<file path="config.mk">
export PLATFORM = sky130hd
export DESIGN_NAME = hbgs_top
export DESIGN_NICKNAME = d
export VERILOG_FILES = /design/src/hbgs_pkg.sv /design/src/hbgs_top.sv
export SDC_FILE = /design/constraint.sdc
export NUM_CORES = 1
export LEC_CHECK = 0
export BUFFER_PORTS_ARGS = -buffer_cell sky130_fd_sc_hd__buf_2
export CORE_UTILIZATION = 45
export DETAILED_ROUTE_END_ITERATION = 12
export SLEW_MARGIN = 20
export SYNTH_ARGS = -nofsm -noshare
export SYNTH_HDL_FRONTEND = slang
export SYNTH_SLANG_ARGS = --single-unit
</file>
<file path="constraint.sdc">
create_clock -name pclk -period 12 [get_ports pclk]
set_input_delay 1.2 -clock pclk [delete_from_list [all_inputs] [get_ports pclk]]
set_output_delay 1.2 -clock pclk [all_outputs]
set_load 0.005 [all_outputs]
</file>
<file path="src/hbgs_pkg.sv">
// constants and types shared by the half-bridge gate sequencer
package hbgs_pkg;
   // clock period of pclk in picoseconds (250 MHz)
   localparam int CLK_PERIOD_PS = 4000;
   // fixed drive window on strap-configured parts
   localparam int WIN_HW_NS = 4000;
   localparam int WIN_HW_CYC = WIN_HW_NS * 1000 / CLK_PERIOD_PS;
   // selectable drive window and extra dead time, in ns
   localparam int WIN_SEL_NS [4] = '{500, 1000, 2000, 4000};
   localparam int DEAD_SEL_NS [4] = '{0, 50, 100, 200};
   localparam int CNT_W = 10;
   // register word indexes, byte address is index * 4
   localparam logic [2:0] REG_CTRL = 3'h0;
   localparam logic [2:0] REG_STATUS = 3'h1;
   localparam logic [2:0] REG_CLEAR = 3'h2;
   localparam logic [2:0] REG_ENABLE = 3'h3;
   localparam logic [2:0] REG_STATE = 3'h4;
   localparam logic [2:0] REG_DRAIN = 3'h5;
   localparam logic [2:0] REG_LAST = 3'h5;
   // control register fields
   localparam int CUR_LSB = 0;
   localparam int WIN_LSB = 4;
   localparam int DEAD_LSB = 6;
   localparam int GAIN_LSB = 8;
   localparam int MODE_LSB = 10;
   localparam logic [11:0] CTRL_RST = 12'h03F;
   localparam logic [2:0] DRAIN_RST = 3'h0;
   // serial frame: read flag, three index bits, twelve data bits
   localparam int FRAME_BITS = 16;
   localparam int HDR_BITS = 4;
   localparam int RW_BIT = 15;
   localparam int IDX_LSB = 12;
   localparam int DATA_W = 12;
   // eight strap levels onto seven steps of the sixteen-step current code
   localparam logic [3:0] CUR_HW_MAP [8] = '{4'h0, 4'h2, 4'h5, 4'h7, 4'hA, 4'hC, 4'hF, 4'hF};
   typedef enum logic [3:0] {
      ST_STEADY = 4'h1,
      ST_OFF = 4'h2,
      ST_DEAD = 4'h4,
      ST_DRIVE = 4'h8
   } hbgs_phase_t;
endpackage : hbgs_pkg

</file>
<file path="src/hbgs_top.sv">
// half-bridge gate sequencer: apb registers, serial port, straps, per-phase gate timing machine
// Summary of operation
// RULE_01 - four-wire serial port clocked by serial clock
// RULE_02 - serial transfers only while select_n low
// RULE_03 - serial data out only pulls low
// RULE_04 - strap variant: serial pins become config straps
// RULE_05 - strap variant still reports faults on pin
// RULE_06 - serial variant: sixteen drive current settings
// RULE_07 - strap variant: seven drive current settings
// RULE_08 - drive current for window, then hold
// RULE_09 - turn-on waits for opposite gate off
// RULE_10 - serial variant adds register dead time
// RULE_11 - strong pulldown on opposite gate during window
// RULE_12 - two gate voltage monitors per half-bridge
// RULE_13 - gate fault if threshold missed at window end
// RULE_14 - new command ends the window at once
// RULE_15 - strap window fixed 4 us, else register
// RULE_16 - controller sets window above gate charge time
// RULE_17 - pump undervoltage flagged continuously
// RULE_18 - gate fault latches status, drives fault pin
`timescale 1ns/10ps
module hbgs_top
   import hbgs_pkg::*;
#(
   parameter int NPH = 3
)
(
   input wire logic pclk,
   input wire logic presetn,
   input wire logic psel,
   input wire logic penable,
   input wire logic pwrite,
   input wire logic [7:0] paddr,
   input wire logic [31:0] pwdata,
   output logic [31:0] prdata,
   output logic pready,
   output logic pslverr,
   input wire logic hw_variant,
   input wire logic sclk,
   input wire logic sdi,
   input wire logic select_n,
   output logic sdo_o,
   output logic sdo_oe_n,
   input wire logic [1:0] strap_gain,
   input wire logic [2:0] strap_current,
   input wire logic [1:0] strap_mode,
   input wire logic [2:0] drain_threshold_pin,
   input wire logic [NPH-1:0] cmd_hi,
   input wire logic [NPH-1:0] cmd_lo,
   input wire logic [NPH-1:0] vgs_hi,
   input wire logic [NPH-1:0] vgs_lo,
   input wire logic pump_undervoltage,
   output logic [NPH-1:0] gate_hi_on,
   output logic [NPH-1:0] gate_lo_on,
   output logic [NPH-1:0] strong_pd_hi,
   output logic [NPH-1:0] strong_pd_lo,
   output logic [NPH-1:0] drive_active,
   output logic [3:0] gate_current_select,
   output logic [1:0] cfg_gain,
   output logic [1:0] cfg_mode,
   output logic [2:0] cfg_drain,
   output logic fault_out_n,
   output logic irq
);

   localparam int SW = 4 + 4 * NPH;
   localparam int B_SCK = 0;
   localparam int B_SDI = 1;
   localparam int B_SEL = 2;
   localparam int B_PUMP = 3;
   localparam int B_CH = 4;
   localparam int B_CL = 4 + NPH;
   localparam int B_VH = 4 + 2 * NPH;
   localparam int B_VL = 4 + 3 * NPH;

   typedef struct packed {
      logic [SW-1:0] sy0;
      logic [SW-1:0] sy1;
      logic [SW-1:0] sy2;
      logic [SW-1:0] flt;
      logic [SW-1:0] fp;
      logic cap;
      logic hw;
      logic [1:0] s_gain;
      logic [2:0] s_cur;
      logic [1:0] s_mode;
      logic [2:0] s_drain;
      logic [11:0] ctrl;
      logic [2:0] drain;
      logic [NPH:0] stat;
      logic [NPH:0] en;
      logic rdy;
      logic err;
      logic [31:0] rdata;
      logic [15:0] shi;
      logic [4:0] bitc;
      logic [11:0] sho;
      logic oen;
      hbgs_phase_t [NPH-1:0] st;
      logic [NPH-1:0][CNT_W-1:0] cnt;
      logic [NPH-1:0] th;
      logic [NPH-1:0] tl;
      logic [NPH-1:0] gh;
      logic [NPH-1:0] gl;
      logic [NPH-1:0] ph;
      logic [NPH-1:0] pl;
      logic [NPH-1:0] drv;
      logic [3:0] gsel;
      logic [1:0] gain;
      logic [1:0] mode;
      logic [2:0] dthr;
      logic fault_n;
      logic irq;
   } hbgs_state_t;

   hbgs_state_t q;
   hbgs_state_t d;

   logic [CNT_W-1:0] win_cyc;
   logic [CNT_W-1:0] dead_cyc;
   logic [SW-1:0] agree;
   logic acc;
   logic map_ok;
   logic [2:0] bidx;
   logic sck_r;
   logic sck_f;
   logic sel_r;
   logic sel_f;
   logic spi_on;
   logic [31:0] spi_rd;
   logic wr_en;
   logic [2:0] wr_idx;
   logic [11:0] wr_dat;
   logic [NPH:0] clr;
   logic [NPH:0] set;
   logic wh;
   logic wl;
   logic vh;
   logic vl;

   function automatic logic [31:0] rd_reg(input hbgs_state_t s, input logic [2:0] idx);
      logic [31:0] r;
      r = 32'h0000_0000;
      case (idx)
         REG_CTRL: r = 32'(s.ctrl);
         REG_STATUS: r = 32'(s.stat); // RULE_18
         REG_ENABLE: r = 32'(s.en);
         REG_STATE: r = 32'({s.hw, s.drv, s.gl, s.gh});
         REG_DRAIN: r = 32'(s.drain);
         default: r = 32'h0000_0000;
      endcase
      return r;
   endfunction : rd_reg

   always_comb
   begin
      d = q;
      wr_en = 1'b0;
      wr_idx = REG_CTRL;
      wr_dat = '0;
      clr = '0;
      set = '0;
      wh = 1'b0;
      wl = 1'b0;
      vh = 1'b0;
      vl = 1'b0;
      // three-stage pin synchroniser; a level counts once stages two and three agree
      d.sy0 = {vgs_lo, vgs_hi, cmd_lo, cmd_hi, pump_undervoltage, select_n, sdi, sclk}; // RULE_12
      d.sy1 = q.sy0;
      d.sy2 = q.sy1;
      agree = ~(q.sy1 ^ q.sy2);
      d.flt = (q.flt & ~agree) | (q.sy2 & agree);
      d.fp = q.flt;
      // straps are static, caught once right after reset release
      if (!q.cap)
      begin
         d.cap = 1'b1;
         d.hw = hw_variant;
         d.s_gain = strap_gain; // RULE_04
         d.s_cur = strap_current;
         d.s_mode = strap_mode;
         d.s_drain = drain_threshold_pin;
      end
      // effective configuration
      win_cyc = q.hw ? CNT_W'(WIN_HW_CYC) : CNT_W'(WIN_SEL_NS[q.ctrl[WIN_LSB+:2]] * 1000 / CLK_PERIOD_PS); // RULE_15
      dead_cyc = q.hw ? '0 : CNT_W'((DEAD_SEL_NS[q.ctrl[DEAD_LSB+:2]] * 1000 + CLK_PERIOD_PS - 1) / CLK_PERIOD_PS); // RULE_10
      d.gsel = q.hw ? CUR_HW_MAP[q.s_cur] : q.ctrl[CUR_LSB+:4]; // RULE_06 RULE_07
      d.gain = q.hw ? q.s_gain : q.ctrl[GAIN_LSB+:2];
      d.mode = q.hw ? q.s_mode : q.ctrl[MODE_LSB+:2];
      d.dthr = q.hw ? q.s_drain : q.drain;
      // apb slave: one wait state, write lands on the completing edge
      acc = psel & penable;
      bidx = paddr[4:2];
      map_ok = (paddr[7:5] == 3'h0) && (paddr[1:0] == 2'h0) && (bidx <= REG_LAST);
      d.rdy = 1'b0;
      d.err = 1'b0;
      if (acc && !q.rdy)
      begin
         d.rdy = 1'b1;
         d.err = !map_ok;
         d.rdata = (map_ok && !pwrite) ? rd_reg(q, bidx) : 32'h0000_0000;
      end
      if (acc && q.rdy && pwrite && !q.err)
      begin
         wr_en = 1'b1;
         wr_idx = bidx;
         wr_dat = pwdata[DATA_W-1:0];
      end
      // serial port, mode 1: sample on falling clock, shift out on rising
      sck_r = q.flt[B_SCK] & ~q.fp[B_SCK]; // RULE_01
      sck_f = ~q.flt[B_SCK] & q.fp[B_SCK];
      sel_r = q.flt[B_SEL] & ~q.fp[B_SEL];
      sel_f = ~q.flt[B_SEL] & q.fp[B_SEL];
      spi_on = !q.hw && !q.flt[B_SEL]; // RULE_02 RULE_04
      spi_rd = rd_reg(q, {q.shi[1:0], q.flt[B_SDI]});
      if (!spi_on)
      begin
         d.oen = 1'b1; // RULE_02
      end
      if (spi_on && sel_f)
      begin
         d.bitc = '0;
         d.oen = 1'b1;
      end
      else if (spi_on && sck_f && q.bitc < 5'(FRAME_BITS))
      begin
         d.shi = {q.shi[14:0], q.flt[B_SDI]};
         d.bitc = q.bitc + 5'h01;
         if (q.bitc == 5'(HDR_BITS - 1))
         begin
            d.sho = spi_rd[DATA_W-1:0];
         end
      end
      else if (spi_on && sck_r)
      begin
         if (q.bitc >= 5'(HDR_BITS) && q.bitc < 5'(FRAME_BITS))
         begin
            // open drain: a zero pulls low, a one releases the line
            d.oen = q.sho[DATA_W-1]; // RULE_03
            d.sho = {q.sho[DATA_W-2:0], 1'b0};
         end
         else
         begin
            d.oen = 1'b1;
         end
      end
      // apb wins a same-cycle collision; the serial write is then dropped
      if (!q.hw && sel_r && q.bitc == 5'(FRAME_BITS) && !q.shi[RW_BIT] && !wr_en)
      begin
         wr_en = 1'b1;
         wr_idx = q.shi[IDX_LSB+:3];
         wr_dat = q.shi[DATA_W-1:0];
      end
      if (wr_en)
      begin
         case (wr_idx)
            REG_CTRL: d.ctrl = wr_dat;
            REG_CLEAR: clr = wr_dat[NPH:0];
            REG_ENABLE: d.en = wr_dat[NPH:0];
            REG_DRAIN: d.drain = wr_dat[2:0];
            default: ;
         endcase
      end
      // gate timing machine, one per half-bridge
      for (int i = 0; i < NPH; i++)
      begin
         wh = q.flt[B_CH+i] & ~q.flt[B_CL+i];
         wl = q.flt[B_CL+i] & ~q.flt[B_CH+i];
         vh = q.flt[B_VH+i];
         vl = q.flt[B_VL+i];
         if ({wh, wl} != {q.th[i], q.tl[i]})
         begin
            // a fresh command cuts any running window short
            d.th[i] = wh; // RULE_14
            d.tl[i] = wl;
            d.gh[i] = q.gh[i] & wh;
            d.gl[i] = q.gl[i] & wl;
            d.ph[i] = 1'b0;
            d.pl[i] = 1'b0;
            d.drv[i] = 1'b1; // RULE_08
            d.cnt[i] = '0;
            d.st[i] = ST_OFF;
         end
         else
         begin
            unique case (q.st[i])
               ST_OFF:
               begin
                  d.cnt[i] = q.cnt[i] + 1'b1;
                  if (!q.th[i] && !q.tl[i])
                  begin
                     if (q.cnt[i] == win_cyc - 1'b1)
                     begin
                        set[i] = vh | vl; // RULE_13
                        d.drv[i] = 1'b0;
                        d.st[i] = ST_STEADY;
                     end
                  end
                  else if ((q.th[i] && !vl) || (q.tl[i] && !vh))
                  begin
                     // opposite gate seen off: no fixed delay is trusted
                     d.cnt[i] = '0; // RULE_09
                     d.st[i] = (dead_cyc == '0) ? ST_DRIVE : ST_DEAD;
                     d.gh[i] = (dead_cyc == '0) & q.th[i];
                     d.gl[i] = (dead_cyc == '0) & q.tl[i];
                     d.pl[i] = (dead_cyc == '0) & q.th[i]; // RULE_11
                     d.ph[i] = (dead_cyc == '0) & q.tl[i];
                  end
                  else if (q.cnt[i] == win_cyc - 1'b1)
                  begin
                     set[i] = 1'b1; // RULE_13
                     d.drv[i] = 1'b0;
                     d.st[i] = ST_STEADY;
                  end
               end
               ST_DEAD:
               begin
                  d.cnt[i] = q.cnt[i] + 1'b1;
                  if (q.cnt[i] == dead_cyc - 1'b1)
                  begin
                     d.cnt[i] = '0; // RULE_10
                     d.st[i] = ST_DRIVE;
                     d.gh[i] = q.th[i];
                     d.gl[i] = q.tl[i];
                     d.pl[i] = q.th[i]; // RULE_11
                     d.ph[i] = q.tl[i];
                  end
               end
               ST_DRIVE:
               begin
                  d.cnt[i] = q.cnt[i] + 1'b1;
                  if (q.cnt[i] == win_cyc - 1'b1)
                  begin
                     set[i] = q.th[i] ? (!vh || vl) : (!vl || vh); // RULE_13
                     d.drv[i] = 1'b0; // RULE_08
                     d.ph[i] = 1'b0;
                     d.pl[i] = 1'b0;
                     d.st[i] = ST_STEADY;
                  end
               end
               ST_STEADY: ;
            endcase
         end
      end
      set[NPH] = q.flt[B_PUMP]; // RULE_17
      // set wins over a clear in the same cycle
      d.stat = (q.stat & ~clr) | set; // RULE_18
      d.fault_n = ~|d.stat; // RULE_05
      d.irq = |(d.stat & d.en);
   end

   always_ff @(posedge pclk or negedge presetn)
   begin
      if (!presetn)
      begin
         q <= '0;
         q.ctrl <= CTRL_RST;
         q.drain <= DRAIN_RST;
         q.st <= {NPH{ST_STEADY}};
         q.oen <= 1'b1;
         q.fault_n <= 1'b1;
      end
      else
      begin
         q <= d;
      end
   end

   assign prdata = q.rdata;
   assign pready = q.rdy;
   assign pslverr = q.err;
   // the line is only ever pulled low; high comes from the pullup
   assign sdo_o = 1'b0;
   assign sdo_oe_n = q.oen;
   assign gate_hi_on = q.gh;
   assign gate_lo_on = q.gl;
   assign strong_pd_hi = q.ph;
   assign strong_pd_lo = q.pl;
   assign drive_active = q.drv;
   assign gate_current_select = q.gsel;
   assign cfg_gain = q.gain;
   assign cfg_mode = q.mode;
   assign cfg_drain = q.dthr;
   assign fault_out_n = q.fault_n;
   assign irq = q.irq;
endmodule : hbgs_top

</file>
==> flow_metrics.tcl, run 1 <==
set metrics [dict create \
    status "complete, no violations" \
    synthTopCellsByArea "dfrtp_1, ha_1, mux2_2, nand2_1, buf_4" \
    post_cts_buffers 0 \
    ys_async_sr_fraction_pct 100 \
    finalPower_mw 2.19 \
    via_per_inst 5.61 \
    layout-drive-gt1-share_pct 17.2 \
    cp_cell_sequence "ha_1 -> ha_1 -> inv_1 -> a21o_2 -> ha_1 -> ha_1 -> o41ai_1 -> a21oi_1 -> o21ai_0 -> o21ai_1 -> or4b_4 -> a31oi_4 -> o21ai_4 -> nor3_1 -> mux2_2" \
    wire_per_inst_um 17.4 \
    crit_path_top_delay_cell "ha_1" \
    post-dp-hpwl_mm 21.3 \
    drt-total-wl_mm 29.9 \
    relSlewSlack_pct 24.8 \
    critPathCapture "strong_pd_hi[2]" \
    ys_types 97 \
    grt_pass1_vias 9164 \
    synth_top_cell_area_share_pct 42.3 \
    critPathMostFrequentCell "ha_1" \
    cts-root-buf "clkbuf_16" \
    critPathKind "flip-flop to flip-flop" \
    postCtsHoldBufs 0 \
    n_antenna_cell 0 \
    ys_seq_area_share_pct 44.5 \
    total_leakage_power_nw 6.23 \
    holdCritPathClass "flip-flop to flip-flop" \
    synthFlopType "dfrtp_1" \
    die_y_um 170 \
    vias 9637 \
    finalCritPeriodShare_pct 42.6 \
    io_pins 136 \
    required_ps 12400 \
    clock_skew_ps 15.8 \
    final.setup.tns_ps 0 \
    startpoint "q[162]" \
    rsz0062_at_grt "no" \
    grtUsageTotal_pct 21.1 \
    drt_first_pass_iters 5 \
    grt_pass1_wl_mm 48.6 \
    antenna_found_initial 0 \
    cts_max_path_buffers 3 \
    synth_top_area_cell "dfrtp_1" \
    synth_area_um2 12700 \
    cts_sinks 225 \
    crit_path_max_incr_delay_ps 700 \
    rr_worst_depth 15 \
    cts-resized-gates 0 \
    worst_slew_pin_slew_ps 1110 \
    yosysWarnings 0 \
    critPathCaptureType "flip-flop" \
    maxCapViolations 0 \
    syn2layout_area_growth_pct 9.47 \
    fmax_ghz 0.196 \
    insertion_delay_ps 520 \
    rr_startpoint "q[162]" \
    drv_slew 0 \
    period_minus_slack_ps 5110 \
    grt_max_degree 83 \
    cts.clk_slew.worst_paths_ps 60 \
    hold_viol_final 0 \
    rrSetupSlack_ps 6890 \
    powerDensity_nw_per_um2 158 \
    htreeDepth 1 \
    num-fill-cells 2595 \
    rows 61 \
    syn_avg_cell_area_um2 9.76 \
    synth-seq-cells 225 \
    postRouteAntennaNets 0 \
    netlist_instances 1298 \
    grt-ovfl-total 0 \
    drt_iter0_drc 623 \
    arrival_ps 5510 \
    start_kind "flip-flop" \
    numCtsBuffers 25 \
    drc 0 \
    path_max_fanout 18 \
    port_buffers 94 \
    vdd_drop_max_uv 105 \
    die-area_um2 28800 \
    fin_nets 1439 \
    chipWidth_um 170 \
    gp_congestion 0.889 \
    core_um2 27700 \
    r2r-end "strong_pd_hi[2]" \
    synth_edf_count 0 \
    start_util_pct 45.7 \
    tritoncts "done" \
    setup_viol_count_final 0 \
]
cell usage in the layout, fill, tap and decap left out, drive strengths merged, types with 12 or more instances in the layout:
master	synthesis	routed
conb	2	22
buf	76	106
o21ai	75	75
a22oi	19	19
inv	42	44
a31oi	17	17
a21o	12	12
dfrtp	214	214
xor2	27	27
maj3	16	16
ha	42	42
nand2b	25	25
nand4	12	12
o211ai	16	16
mux2i	19	19
nand3	19	19
nor3	25	25
xnor2	19	19
o22ai	17	17
nor2b	29	29
nand2	121	121
nor2	92	92
mux2	42	42
a21oi	71	71
and3	14	14
clkbuf	51	35
synthesized netlist by cell type, drive strengths merged (9+ instances only):
cell type,instances
o21a,11
o22ai,17
a21o,12
ha,42
xor2,27
a31oi,17
o211ai,16
dfstp,11
mux2i,19
mux2,42
nand2b,25
a21oi,71
clkbuf,51
and2,11
a22oi,19
nor2b,29
dfrtp,214
or2,9
maj3,16
nand3,19
buf,76
nand2,121
o21ai,75
inv,42
nor4,11
nand4,12
nor3,25
nor2,92
and3,14
xnor2,19
cell families (layout without fill, tap and decap cells):
| kind of cell | count (synthesis) | in the layout | share of synthesized area, % |
|---|---|---|---|
| mux | 64 | 64 | 5.77 |
| flops | 225 | 225 | 44.5 |
| buf+inv | 170 | 193 | 6.99 |
| other cells | 2 | 22 | 0.0593 |
| xor+xnor | 46 | 46 | 3.18 |
| fa+ha+maj | 59 | 59 | 5.57 |
| simple gates | 402 | 402 | 16.1 |
| compound gates | 330 | 330 | 17.8 |
how the worst min path moves through the flow:
stage / from / to / cells after the start
2_1_floorplan: d[227] / d[211] / 0
3_3_place_gp: d[236] / d[220] / 0
3_5_place_dp: d[238] / d[222] / 0
5_1_grt: d[236] / d[220] / 0
6_report: d[238] / d[222] / 0
4_1_cts: d[238] / d[222] / 0
area by class of cell:
class / count / area, µm² / area share (%)
clock buffers: 35 / 673 / 4.85
clock inverters: 9 / 108 / 0.776
inverters: 43 / 161 / 1.16
multi-input cells: 923 / 6220 / 44.8
flip-flops and latches: 225 / 5640 / 40.7
well taps: 378 / 473 / 3.41
repair buffers: 106 / 591 / 4.26
stage by stage:
step	cell area, µm²	setup slack [ps]	hold slack (ps)	instances	utilization, %
after floorplan	12700	7490	331	1318	-
after global placement	13100	6900	332	1674	47.1
after detailed placement	13100	6870	336	1674	47.1
after CTS	13800	6870	349	1718	50.0
after global routing	13900	6500	351	1719	50.1
final	13900	6890	346	1719	50.1
metal layers:
| layer | GRT usage [%] | part of all wire [%] | up-vias |
|---|---|---|---|
| li1 | - | - | 4626 |
| met1 | 30.4 | 48 | 4719 |
| met2 | 33.7 | 46 | 244 |
| met3 | 2.36 | 4.4 | 48 |
| met4 | 5.64 | 2.1 | 0 |
| met5 | 0 | 0 | - |
flip-flops by register name, summed over array words and instances (netlist names), named ones only:
register and cells:
strong_pd_lo 3, cfg_drain 3, cfg_gain 2, prdata 12, sdo_oe_n 1, pready 1, gate_lo_on 3, fault_out_n 1
pslverr 1, cfg_mode 2, drive_active 3, irq 1, strong_pd_hi 3, gate_current_select 4, gate_hi_on 3, q 134
d 32
power by group:
group          switching (mW)  internal (mW)  total (mW)
combinational           0.312          0.212       0.524
sequential             0.0925          0.835       0.927
clock                   0.306          0.435       0.741
critical path: cells and delay by family (launching register included):
kind / cells / cell delay, ps
AO/OA/AOI/OAI: 7 / 1410
adder cells (fa/ha/maj): 4 / 1650
buffers and inverters: 1 / 60
flip-flops: 1 / 560
multiplexers: 1 / 370
AND/OR/NAND/NOR: 2 / 920
No activity file was read; power rests on OpenSTA's default activity.
==> run 2, diff against run 1 <==
- ABC_AREA: unset -> 1
- PLACE_DENSITY: unset -> 0.66
- clock period: 12 -> 4.5 ns (I/O delays scaled with it)
==> run 2 against run 1 <==
Non-clock buffer count is 7 higher. Critical endpoint unchanged. Total power increased to 3.1 times the previous value. Largest power group unchanged. Clock-buffer cell count decreased by 5. Flip-flop and latch count stayed put.
==> flow_metrics.tcl, run 2 <==
set metrics [dict create \
    synth_commonest_cells "nand2_1, dfrtp_1, inv_1" \
    finalPower_mw 6.70 \
    core_um2 27200 \
    cts_sinks 225 \
    grt_pass1_wl_mm 49.3 \
    grt-ovfl-total 0 \
    cts-root-buf "clkbuf_16" \
    synth_top_family_by_area "simple AND/OR/NAND/NOR gates" \
    ys_async_sr_fraction_pct 100 \
    critPathCaptureType "flip-flop" \
    period_minus_slack_ps 4150 \
    synthAdderAreaFrac_pct 5.62 \
    final.setup.tns_ps 0 \
    drv_slew 0 \
    start_util_pct 46.2 \
    worst_slew_pin_slew_ps 1080 \
    grtUsageTotal_pct 21.4 \
    status "complete, no violations" \
    post-dp-hpwl_mm 22.4 \
    clock_skew_ps 29.8 \
    antenna_found_initial 0 \
    port_buffers 94 \
    crit_path_top_delay_cell "dfrtp_1" \
    netlist_instances 1502 \
    vias 10400 \
    synth-xor-area-share_pct 3.83 \
    postRouteAntennaNets 0 \
    cts_max_path_buffers 3 \
    fmax_ghz 0.241 \
    sw_frac_of_total_pct 36.2 \
    post_cts_buffers 0 \
    rsz0062_at_grt "no" \
    path_delay_family "simple AND/OR/NAND/NOR gates" \
    setup_viol_count_final 0 \
    fin_nets 1690 \
    ff_latch_area_um2 5650 \
    chipWidth_um 169 \
    p_seq_share_pct 35.6 \
    synth_top_area_cell "dfrtp_1" \
    crit_path_max_incr_delay_ps 430 \
    synth_edf_count 0 \
    cts.clk_slew.worst_paths_ps 70 \
    synth_top_cell_area_share_pct 42.6 \
    holdCritPathClass "input port to flip-flop" \
    powerDensity_nw_per_um2 474 \
    rows 60 \
    numCtsBuffers 26 \
    p_comb_share_pct 30.3 \
    synthTopCellsByArea "dfrtp_1, nand2_1, inv_1, ha_1, o21ai_0" \
    synth_compound_area_share_pct 13.5 \
    grt_max_degree 134 \
    maxCapViolations 0 \
    drc 0 \
    final_common_cell "nand2_1" \
    cp_cell_sequence "inv_1 -> buf_4 -> ha_1 -> buf_4 -> xor2_1 -> ha_1 -> ha_1 -> ha_1 -> nor3_1 -> nand2_1 -> nand3_1 -> nand2_2 -> a21oi_2 -> inv_2 -> nand2_1 -> nand3_1 -> nor3_1 -> nand3_1 -> nand3_1 -> nand2_2 -> nor2_2 -> nand2_2 -> nand2_1 -> o21ai_1" \
    largest_reg_flops 134 \
    ys_seq_area_share_pct 44.9 \
    io_pins 136 \
    synth-seq-cells 225 \
    tritoncts "done" \
    grt_pass1_vias 9792 \
    insertion_delay_ps 540 \
    die-area_um2 28600 \
    critPathBufInv 4 \
    n_antenna_cell 0 \
    hold_viol_final 0 \
    layout-drive-gt1-share_pct 14.9 \
    yosysWarnings 0 \
    required_ps 4900 \
    htreeDepth 1 \
    syn_avg_cell_area_um2 8.36 \
    drt-total-wl_mm 30.3 \
    synth_mux_area_share_pct 0.896 \
    ys_types 61 \
    via_per_inst 5.29 \
    path_max_fanout 6 \
    drt_iter0_drc 887 \
    wire_per_inst_um 15.4 \
    synthMostInstantiatedCell "nand2_1" \
    relSlewSlack_pct 27.6 \
    syn2layout_area_growth_pct 12.5 \
    synthFlopType "dfrtp_1" \
    synth_area_um2 12600 \
    drt_first_pass_iters 5 \
    multi_input_area_um2 5580 \
    critPathKind "flip-flop to flip-flop" \
    power.internal_mw 4.27 \
    vdd_drop_max_uv 384 \
    finalCritPeriodShare_pct 92.3 \
    gp_congestion 0.902 \
    arrival_ps 4560 \
    rrSetupSlack_ps 350 \
    num-fill-cells 2583 \
    total_leakage_power_nw 6.58 \
    pwr-share-clk_pct 34.1 \
    p_switching_mw 2.43 \
    largest_register "q" \
    post-route-util_pct 52.0 \
    start_kind "flip-flop" \
    layout_common_cells "nand2_1, dfrtp_1, inv_1, nor2_1, o21ai_0" \
    yosys.area_share.simple_pct 19.8 \
    die_y_um 169 \
]
-- run 2: area by class of cell --
type	instances	area share, %
Inverter	224	5.95
Clock buffer	30	4.78
Tap cell	372	3.29
Multi-Input combinational cell	985	39.5
Timing Repair Buffer	113	4.66
Clock inverter	18	1.90
Sequential cell	225	40.0
-- run 2: timing repair --
action                     in CTS  in global routing
gates resized for setup         0                  2
hold endpoints to repair        4                  0
hold buffers                    4                  0
setup endpoints to repair       0                 26
-- run 2: final timing paths --
kind,from,end,cells after the start
max,q[161],strong_pd_hi[2],24
min,cmd_lo[2],d[236],1
max reg2reg,q[161],strong_pd_hi[2],24
min reg2reg,d[230],d[214],0
max in group asynchronous,presetn,sdo_oe_n,2
min in group asynchronous,presetn,d[240],1
-- run 2: power groups by stage --
stage / Sequential (mW) / Clock (mW) / Combinational, mW
floorplan: 2.36 / 0 / 1.53
global placement: 2.41 / 0 / 1.96
detailed placement: 2.42 / 0 / 2.01
CTS: 2.38 / 2.33 / 2.02
global route: 2.41 / 2.42 / 2.28
finish: 2.38 / 2.29 / 2.03
-- run 2: per-layer routing --
metal	up-vias	GRT usage [%]	wire length (µm)
li1	5043	-	-
met1	4975	30.5	14000
met2	328	34.1	13900
met3	53	2.53	1650
met4	0	6.85	754
met5	-	0	0
-- run 2: logic make-up after synthesis --
kind of cell | Yosys count
AOI/OAI and AO/OA | 282
adders and majority gates | 59
and+or+nand+nor | 557
muxes | 10
xor gates and xnor gates | 55
DFF | 225
buffers and inverters | 312
other | 2
-- run 2: metrics by stage --
| stage | setup slack [ps] | hold slack [ps] | instance area, µm² | instances |
|---|---|---|---|---|
| floorplan | 867 | 154 | 12600 | 1522 |
| global placement | 341 | 333 | 13100 | 1915 |
| detailed placement | 278 | 335 | 13100 | 1915 |
| CTS | 214 | 3.71 | 14100 | 1967 |
| global route | 21.6 | 3.01 | 14100 | 1967 |
| finish | 348 | 24.7 | 14100 | 1967 |
